--- config.mk ---
export PLATFORM = sky130hd
export DESIGN_NAME = mfre_read_engine
export DESIGN_NICKNAME = d
export VERILOG_FILES = /design/src/hw/mfre_addr_step.v /design/src/hw/mfre_read_engine.v
export VERILOG_INCLUDE_DIRS = /design/src /design/src/hw
export SDC_FILE = /design/constraint.sdc
export NUM_CORES = 1
export LEC_CHECK = 0
export BUFFER_PORTS_ARGS = -buffer_cell sky130_fd_sc_hd__buf_4
export CAP_MARGIN = 20
export CORE_ASPECT_RATIO = 0.7
export CORE_MARGIN = 2
export CORE_UTILIZATION = 35
export DETAILED_ROUTE_END_ITERATION = 8
export GPL_ROUTABILITY_DRIVEN = 0
export PLACE_DENSITY = 0.6
export SLEW_MARGIN = 20
export SYNTH_ARGS = -nofsm -noshare
export SYNTH_HDL_FRONTEND = slang
export SYNTH_SLANG_ARGS = --single-unit
export TNS_END_PERCENT = 30
--- constraint.sdc ---
create_clock -name clk -period 5.2 [get_ports clk]
set_clock_uncertainty 0.05 [all_clocks]
set_input_delay 0 -clock clk [delete_from_list [all_inputs] [get_ports clk]]
set_output_delay 0 -clock clk [all_outputs]
set_load 0.02 [all_outputs]
--- src/hw/mfre_map.vh ---
`ifndef MFRE_MAP_VH
`define MFRE_MAP_VH

// ****************************************************************
// Opcodes of the multi-pin random-access reads
// ****************************************************************
`define MFRE_OPC_DUAL_IO     8'hBB
`define MFRE_OPC_DUAL_IO_4B  8'hBC
`define MFRE_OPC_QUAD_IO     8'hEB
`define MFRE_OPC_QUAD_IO_4B  8'hEC

// ****************************************************************
// Field positions and values
// ****************************************************************
`define MFRE_BYPASS_HI       5
`define MFRE_BYPASS_LO       4
`define MFRE_BYPASS_KEEP     2'h2
`define MFRE_WRAP_EN_BIT     0
`define MFRE_WRAP_LEN_HI     2
`define MFRE_WRAP_LEN_LO     1
`define MFRE_WRAP_BASE       8'h08

// ****************************************************************
// Phase lengths in bits or link clocks
// ****************************************************************
`define MFRE_OPC_BITS        6'h08
`define MFRE_MODE_BITS       6'h08
`define MFRE_ADDR_BITS_3B    6'h18
`define MFRE_ADDR_BITS_4B    6'h20
`define MFRE_DUMMY_DUAL      4'h0
`define MFRE_DUMMY_QUAD_SPI  4'h4
`define MFRE_DUMMY_QPI_BASE  4'h2

// ****************************************************************
// Reset values
// ****************************************************************
`define MFRE_RST_IO_OE_N     4'hF
`define MFRE_RST_BYPASS      1'b0

`endif

--- src/hw/mfre_addr_step.v ---
`timescale 1ns/1ps
`include "mfre_map.vh"

// ****************************************************************
// Next read address, with optional section wrap in a page
// ****************************************************************
module mfre_addr_step #(
   parameter AW = 32
) (
   // Current address
   input  wire [AW-1:0] cur_addr,
   // Wrap control
   input  wire          wrap_on,
   input  wire [1:0]    wrap_len,
   // Result
   output wire [AW-1:0] next_addr
);

   wire [7:0]    sect_size;
   wire [AW-1:0] sect_mask;
   wire [AW-1:0] plus_one;

   // Section of 8, 16, 32 or 64 bytes, never beyond the page
   assign sect_size = `MFRE_WRAP_BASE << wrap_len;
   assign sect_mask = {{(AW-8){1'b0}}, sect_size - 8'h01};
   assign plus_one  = cur_addr + {{(AW-1){1'b0}}, 1'b1};

   // Wrap keeps the upper bits and rolls only inside the section
   assign next_addr = wrap_on ?
                      ((cur_addr & ~sect_mask) | (plus_one & sect_mask)) :
                      plus_one;

endmodule // mfre_addr_step

--- src/hw/mfre_read_engine.v ---
// What this block does
// - BBh takes address and data on two pins
// - Mode byte follows address; only bits 5:4 matter
// - Bypass bits 10 skip next two-pin opcode
// - Other bypass values demand opcode next time
// - BCh always 32-bit address, else like BBh
// - BCh accepted only in single-pin command mode
// - Address is 32 bits in 4-byte mode
// - EBh moves four bits per clock, four dummies
// - Four-pin read needs quad enable bit set
// - Bypass bits 10 skip next four-pin opcode
// - Wrap restarts at section start until deselect
// - Wrap enable bit and length bits select section
// - EBh also accepted in four-pin command mode
// - Four-pin mode dummies follow read parameter field
// - No wrap in four-pin command mode
// - ECh always 32-bit address, else like EBh
// - ECh accepted only in single-pin command mode
// - Wrap off when enable bit is one
// - Address advances after each output byte
// - Reads ignored while device is busy
`timescale 1ns/1ps
`include "mfre_map.vh"

module mfre_read_engine #(
   parameter AW = 32
) (
   // Clock and reset
   input  wire          clk,
   input  wire          nrst,
   // Serial link pins
   input  wire          cs_n,
   input  wire          sclk,
   input  wire [3:0]    io_in,
   output reg  [3:0]    io_out,
   output reg  [3:0]    io_oe_n,
   // Configuration levels
   input  wire          four_byte_mode,
   input  wire          four_pin_command_mode,
   input  wire          quad_io_enable_bit,
   input  wire          busy,
   input  wire [2:0]    wrap_setting_bits,
   input  wire [1:0]    read_param_bits,
   // Array read port
   output reg  [AW-1:0] mem_addr,
   output reg           mem_req,
   input  wire [7:0]    mem_rdata,
   // Status
   output reg           bypass_active,
   output reg           read_active
);

   // ****************************************************************
   // States
   // ****************************************************************
   localparam [5:0] ST_IDLE  = 6'h01;
   localparam [5:0] ST_OPC   = 6'h02;
   localparam [5:0] ST_ADDR  = 6'h04;
   localparam [5:0] ST_MODE  = 6'h08;
   localparam [5:0] ST_DUMMY = 6'h10;
   localparam [5:0] ST_DATA  = 6'h20;

   // ****************************************************************
   // Declarations
   // ****************************************************************
   reg  [5:0]    sync1_q;
   reg  [5:0]    sync2_q;
   reg           sclk_prev_q;
   reg           cs_prev_q;
   reg  [5:0]    state_q;
   reg  [5:0]    cnt_q;
   reg  [7:0]    opc_q;
   reg  [AW-1:0] addr_q;
   reg  [7:0]    mode_q;
   reg           quad_q;
   reg           wide_q;
   reg           byp_quad_q;
   reg           byp_wide_q;
   reg           pend_q;
   reg           mode_done_q;
   reg  [7:0]    sh_q;
   reg  [1:0]    slice_q;
   reg           load_q;
   reg  [3:0]    dummy_tgt;
   reg  [2:0]    step;
   reg           dec_ok;
   reg           dec_quad;
   reg           dec_wide;
   wire          cs_s;
   wire          sclk_s;
   wire [3:0]    io_s;
   wire          rise;
   wire          fall;
   wire          cs_fall;
   wire          cs_rise;
   wire [5:0]    cnt_nx;
   wire [5:0]    addr_bits;
   wire [7:0]    opc_nx;
   wire [7:0]    mode_nx;
   wire [AW-1:0] opc_wide;
   wire [AW-1:0] mode_wide;
   wire [AW-1:0] addr_nx;
   wire [AW-1:0] next_addr;
   wire          wrap_on;
   wire          last_slice;

   // Shift lane bits in, highest lane carries the higher bit
   function [AW-1:0] shin;
      input [AW-1:0] v;
      input [3:0]    d;
      input [2:0]    n;
      begin
         case (n)
            3'h1:    shin = {v[AW-2:0], d[0]};
            3'h2:    shin = {v[AW-3:0], d[1:0]};
            default: shin = {v[AW-5:0], d};
         endcase
      end
   endfunction

   // ****************************************************************
   // Pin synchronisers and edge finding
   // ****************************************************************
   // Two flops on every pin; the link clock is far slower than clk
   always @(posedge clk or negedge nrst) begin
      if (!nrst) begin
         sync1_q     <= 6'h3F;
         sync2_q     <= 6'h3F;
         sclk_prev_q <= 1'b1;
         cs_prev_q   <= 1'b1;
      end else begin
         sync1_q     <= {cs_n, sclk, io_in};
         sync2_q     <= sync1_q;
         sclk_prev_q <= sync2_q[4];
         cs_prev_q   <= sync2_q[5];
      end
   end

   assign cs_s    = sync2_q[5];
   assign sclk_s  = sync2_q[4];
   assign io_s    = sync2_q[3:0];
   assign rise    = sclk_s & ~sclk_prev_q & ~cs_s;
   assign fall    = ~sclk_s & sclk_prev_q & ~cs_s;
   assign cs_fall = ~cs_s & cs_prev_q;
   assign cs_rise = cs_s & ~cs_prev_q;

   // ****************************************************************
   // Phase widths and opcode decode
   // ****************************************************************
   // Lanes per link clock in the current phase
   always @* begin
      if (state_q == ST_OPC)
         step = four_pin_command_mode ? 3'h4 : 3'h1;
      else
         step = quad_q ? 3'h4 : 3'h2;
   end

   // Dummy clocks ahead of data
   always @* begin
      if (!quad_q)
         dummy_tgt = `MFRE_DUMMY_DUAL;
      else if (four_pin_command_mode)
         dummy_tgt = `MFRE_DUMMY_QPI_BASE +
                     {1'b0, read_param_bits, 1'b0};
      else
         dummy_tgt = `MFRE_DUMMY_QUAD_SPI;
   end

   // Only the four multi-pin reads are taken, never while busy
   always @* begin
      dec_ok   = 1'b0;
      dec_quad = 1'b0;
      dec_wide = four_byte_mode;
      case (opc_nx)
         `MFRE_OPC_DUAL_IO: begin
            dec_ok = ~four_pin_command_mode;
         end
         `MFRE_OPC_DUAL_IO_4B: begin
            dec_ok   = ~four_pin_command_mode;
            dec_wide = 1'b1;
         end
         `MFRE_OPC_QUAD_IO: begin
            dec_ok   = quad_io_enable_bit;
            dec_quad = 1'b1;
         end
         `MFRE_OPC_QUAD_IO_4B: begin
            dec_ok   = quad_io_enable_bit &
                       ~four_pin_command_mode;
            dec_quad = 1'b1;
            dec_wide = 1'b1;
         end
         default: begin
            dec_ok = 1'b0;
         end
      endcase
      if (busy)
         dec_ok = 1'b0;
   end

   assign cnt_nx    = cnt_q + {3'h0, step};
   assign addr_bits = wide_q ? `MFRE_ADDR_BITS_4B : `MFRE_ADDR_BITS_3B;
   // Shifter is address wide; only the low byte is kept
   assign opc_wide  = shin({{(AW-8){1'b0}}, opc_q}, io_s, step);
   assign mode_wide = shin({{(AW-8){1'b0}}, mode_q}, io_s, step);
   assign opc_nx    = opc_wide[7:0];
   assign mode_nx   = mode_wide[7:0];
   assign addr_nx   = shin(addr_q, io_s, step);
   assign last_slice = quad_q ? (slice_q == 2'h1) : (slice_q == 2'h3);

   // Wrap only for four-pin reads in single-pin command mode
   assign wrap_on = quad_q & ~four_pin_command_mode &
                    ~wrap_setting_bits[`MFRE_WRAP_EN_BIT];

   // ****************************************************************
   // Address advance
   // ****************************************************************
   mfre_addr_step #(
      .AW        (AW)
   ) u_step (
      .cur_addr  (addr_q),
      .wrap_on   (wrap_on),
      .wrap_len  (wrap_setting_bits[`MFRE_WRAP_LEN_HI:`MFRE_WRAP_LEN_LO]),
      .next_addr (next_addr)
   );

   // ****************************************************************
   // Transaction sequencer
   // ****************************************************************
   // Input sampled on link rising edges, data driven on falling ones
   always @(posedge clk or negedge nrst) begin
      if (!nrst) begin
         state_q       <= ST_IDLE;
         cnt_q         <= 6'h00;
         opc_q         <= 8'h00;
         addr_q        <= {AW{1'b0}};
         mode_q        <= 8'h00;
         quad_q        <= 1'b0;
         wide_q        <= 1'b0;
         byp_quad_q    <= 1'b0;
         byp_wide_q    <= 1'b0;
         pend_q        <= 1'b0;
         mode_done_q   <= 1'b0;
         bypass_active <= `MFRE_RST_BYPASS;
         sh_q          <= 8'h00;
         slice_q       <= 2'h0;
         load_q        <= 1'b0;
         io_out        <= 4'h0;
         io_oe_n       <= `MFRE_RST_IO_OE_N;
         mem_addr      <= {AW{1'b0}};
         mem_req       <= 1'b0;
         read_active   <= 1'b0;
      end else begin
         mem_req <= 1'b0;
         load_q  <= mem_req;
         if (load_q)
            sh_q <= mem_rdata;
         if (cs_rise) begin
            // Bypass decided only by a mode byte fully received
            if (state_q != ST_IDLE)
               bypass_active <= mode_done_q & pend_q;
            state_q     <= ST_IDLE;
            io_oe_n     <= `MFRE_RST_IO_OE_N;
            read_active <= 1'b0;
            mode_done_q <= 1'b0;
         end else if (cs_fall) begin
            cnt_q   <= 6'h00;
            opc_q   <= 8'h00;
            addr_q  <= {AW{1'b0}};
            slice_q <= 2'h0;
            if (bypass_active & ~busy) begin
               // No opcode: address starts at the first clock
               state_q     <= ST_ADDR;
               quad_q      <= byp_quad_q;
               wide_q      <= byp_wide_q;
               read_active <= 1'b1;
            end else if (bypass_active) begin
               state_q <= ST_IDLE;
            end else begin
               state_q <= ST_OPC;
            end
         end else if (rise) begin
            case (state_q)
               ST_OPC: begin
                  opc_q <= opc_nx;
                  cnt_q <= cnt_nx;
                  if (cnt_nx == `MFRE_OPC_BITS) begin
                     cnt_q       <= 6'h00;
                     quad_q      <= dec_quad;
                     wide_q      <= dec_wide;
                     byp_quad_q  <= dec_quad;
                     byp_wide_q  <= dec_wide;
                     read_active <= dec_ok;
                     state_q     <= dec_ok ? ST_ADDR : ST_IDLE;
                  end
               end
               ST_ADDR: begin
                  addr_q <= addr_nx;
                  cnt_q  <= cnt_nx;
                  if (cnt_nx == addr_bits) begin
                     cnt_q   <= 6'h00;
                     state_q <= ST_MODE;
                  end
               end
               ST_MODE: begin
                  mode_q <= mode_nx;
                  cnt_q  <= cnt_nx;
                  if (cnt_nx == `MFRE_MODE_BITS) begin
                     cnt_q       <= 6'h00;
                     mode_done_q <= 1'b1;
                     // Lower nibble of the mode byte is ignored
                     pend_q <= (mode_nx[`MFRE_BYPASS_HI:`MFRE_BYPASS_LO]
                                == `MFRE_BYPASS_KEEP);
                     if (dummy_tgt == 4'h0) begin
                        state_q  <= ST_DATA;
                        mem_addr <= addr_q;
                        mem_req  <= 1'b1;
                     end else begin
                        state_q <= ST_DUMMY;
                     end
                  end
               end
               ST_DUMMY: begin
                  cnt_q <= cnt_q + 6'h01;
                  if (cnt_q + 6'h01 == {2'h0, dummy_tgt}) begin
                     state_q  <= ST_DATA;
                     mem_addr <= addr_q;
                     mem_req  <= 1'b1;
                  end
               end
               ST_DATA: begin
                  state_q <= ST_DATA;
               end
               default: begin
                  state_q <= ST_IDLE;
               end
            endcase
         end else if (fall && state_q == ST_DATA) begin
            // Host has let go of the pins by this edge
            if (quad_q) begin
               io_out  <= sh_q[7:4];
               io_oe_n <= 4'h0;
               sh_q    <= {sh_q[3:0], 4'h0};
            end else begin
               io_out  <= {2'h0, sh_q[7:6]};
               io_oe_n <= 4'hC;
               sh_q    <= {sh_q[5:0], 2'h0};
            end
            slice_q <= slice_q + 2'h1;
            if (last_slice) begin
               // Fetch ahead; the next byte lands long before its edge
               slice_q  <= 2'h0;
               addr_q   <= next_addr;
               mem_addr <= next_addr;
               mem_req  <= 1'b1;
            end
         end
      end
   end

endmodule // mfre_read_engine

==> impl_metrics.ini <==
[power]
power.density_nw_per_um2 = 309
pwr-share-clk = 0.382
seqPwrFrac = 0.427
p_int_mw = 1.97
pwr-share-comb = 0.191
peakVddDrop_mv = 0.231
swShare = 0.323
p_switching_mw = 0.943
p_leak_nw = 3.97
finalPower_mw = 2.92

[die]
rows = 46
die_x_um = 185
start_util = 0.356
die_h_um = 131
io-pin-count = 68
core_area_um2 = 22600
design.die.area_um2 = 24200

[global_route]
grt_use_total = 0.199
grt_pass1_vias = 6577
grt_max_degree = 76
grt_pass1_wl_mm = 37.1
overflow = 0
antenna_found_initial = 0

[detailed_routing]
wl_mm = 23.1
drtPass1Iterations = 5
initialDrtViolationCount = 769
ant_nets = 0
avgRoutedWirePerCell_um = 17.8
drcViolationCount = 0
vias = 7249
avgViaCountPerCell = 5.59

[synthesis]
ys_ff_latch = 128
synthArstFlopShare = 1.00
synth_common_cells = 111 x dfrtp_1, 99 x nand2_1, 82 x o21ai_0, 73 x a21oi_1, 66 x nor2_1
syn_area_um2 = 8030
synth_area_leaders = dfrtp_1 35%, dfstp_2 5.6%, o21ai_0 5.1%, nand2_1 4.6%, a21oi_1 4.6%
ys_types = 73
synth_top_area_cell = dfrtp_1
synth_nets = 964
yosysMostFrequentCell = dfrtp_1
yosys_warnings = 0
synth.avg_cell_area_um2 = 8.64
seq_area_frac_synth = 0.402
synth_top_cell_area_share = 0.346
synth_ff_type = dfrtp_1
synth-edff-count = 0
netlist_instances = 929

[placed_design]
io_buffer_count = 67
dp_slack_ns = 0.591
place_area_um2 = 8730
dpl.cell_count = 1247
dp_hpwl_mm = 16.0

[worst_hold_path]
hold_path.startpoint = busy
holdCritPathClass = in -> reg

[setup_path]
cp.required_ns = 5.47
cpPeakStageDelay_ns = 0.65
cp_max_fo = 10
path_cells = or4_4, o21ai_1, and2_1, inv_1, ha_1, nor2b_1, o22ai_1, nor4b_1, nor2b_1, o21ai_1, a221oi_2, buf_4, mux2_2
crit_start = state_q[5]
crit_slowest_cell = or4_4
crit_arrival_ns = 5.08
crit_path_start_kind = flop
worst_setup_path_end_kind = flop
path_delay_family = simple AND/OR/NAND/NOR gates
critPathKind = reg -> reg
timing.rr.start = state_q[5]
crit_buf_inv = 2

[layout]
diodes = 0
stdcell_count = 1296
fin_util = 0.418
fin_nets = 1006
final_cell_area_um2 = 9440
drive_above_1_share = 0.175
area_delta_synth_final_pct = 17.6

[run]
maxCapViolations = 0

[clock_tree]
cts_sinks = 128
clkSlewWorstSetupHoldPaths_ns = 0.06
cts.path.max_buffers = 2
numCtsBuffers = 17
postCtsSetupBuffers = 0
root_buffer = clkbuf_16
ctsResizeCount = 0
htree_levels = 4
insertion_delay_ns = 0.43
cts_tree = built

[timing]
fmax_mhz = 208
fin_crit_ns = 4.81
holdWs_ns = 0.0104
finalCritPeriodShare = 0.925
timing.final.ws_setup_ns = 0.391
slew_headroom = 0.287
hold_violations = 0
rsz0062_at_grt = false
final.setup.tns_ns = 0
slew_violations = 0
tightest_slew_ns = 1.07
setup_viol = 0

[outcome]
status = complete, no violations
## sequential cells by signal, indices dropped and copies added, names as in the netlist, 2 cells and up
signal	count
opc_q	7
state_q	6
mode_q	5
mem_addr	32
addr_q	32
io_oe_n	2
slice_q	2
sh_q	8
sync1_q	6
sync2_q	6
cnt_q	6
io_out	4
## layout by cell type (no fill, tap or decap), drive strengths merged, types with 9 or more instances in the layout
cell,synthesis,final
a211oi,10,10
a21oi,74,74
a22o,11,11
a31oi,10,10
buf,19,81
clkbuf,55,17
clkinv,0,9
dfrtp,111,111
dfstp,17,17
dlygate4sd3,0,16
ha,9,9
inv,30,31
mux2,39,39
mux2i,19,19
nand2,99,99
nand2b,16,16
nand3,38,38
nor2,66,66
nor2b,9,9
nor3,24,24
o21ai,93,93
o22ai,17,17
o31ai,9,9
xnor2,24,24
xor2,16,16
## area by class of cell
| type | count | area (µm²) |
|---|---|---|
| clock inverter | 15 | 121 |
| multi-input combinational | 697 | 4380 |
| tap | 312 | 390 |
| clock buffer | 17 | 425 |
| timing repair buffer | 97 | 785 |
| inverter | 30 | 113 |
| fill | 2285 | 13100 |
| sequential | 128 | 3220 |
## final timing paths
check	slack, ns	cells after the start	to
min in group asynchronous	0.13	2	io_out[0]
max reg2reg	0.39	13	state_q[4]
max in group asynchronous	3.78	3	mem_addr[30]
min reg2reg	0.30	0	sync2_q[0]
min	0.01	4	read_active
max	0.39	13	state_q[4]
## cell families after synthesis
kind of cell	Yosys count	synth area share
compound gates	282	0.222
xor+xnor	40	0.0437
fa+ha+maj	10	0.0165
buf+inv	104	0.0536
flops	128	0.402
mux	58	0.0784
simple gates	307	0.184
## power groups by stage
| stage | registers [mW] | logic, mW | clock network [mW] |
|---|---|---|---|
| floorplan | 1.16 | 0.451 | 0 |
| global placement | 1.26 | 0.533 | 0 |
| detailed placement | 1.25 | 0.540 | 0 |
| CTS | 1.24 | 0.552 | 1.15 |
| global route | 1.26 | 0.621 | 1.18 |
| finish | 1.24 | 0.557 | 1.11 |
## worst reg2reg max path, stage by stage, from the launching register on
cell and delay [ns]:
dfrtp_1 0.47, or4_4 0.65, o21ai_1 0.31, and2_1 0.31
inv_1 0.13, ha_1 0.33, nor2b_1 0.22, o22ai_1 0.14
nor4b_1 0.57, nor2b_1 0.39, o21ai_1 0.17, a221oi_2 0.38
buf_4 0.23, mux2_2 0.34
## what timing repair did
item	CTS	global route
hold endpoints to repair	90	0
hold buffers	16	0
endpoints found under the setup margin	0	0
## layer usage
metal | vias up | GRT usage | routed length, µm | share of wire
met5 | - | 0 | 0 | 0
met4 | 0 | 0.0556 | 249 | 0.011
met3 | 16 | 0.0463 | 1790 | 0.077
met2 | 302 | 0.257 | 8820 | 0.38
met1 | 3503 | 0.320 | 12300 | 0.53
li1 | 3428 | - | - | -
Note: power is estimated with default switching activity, not from simulation.
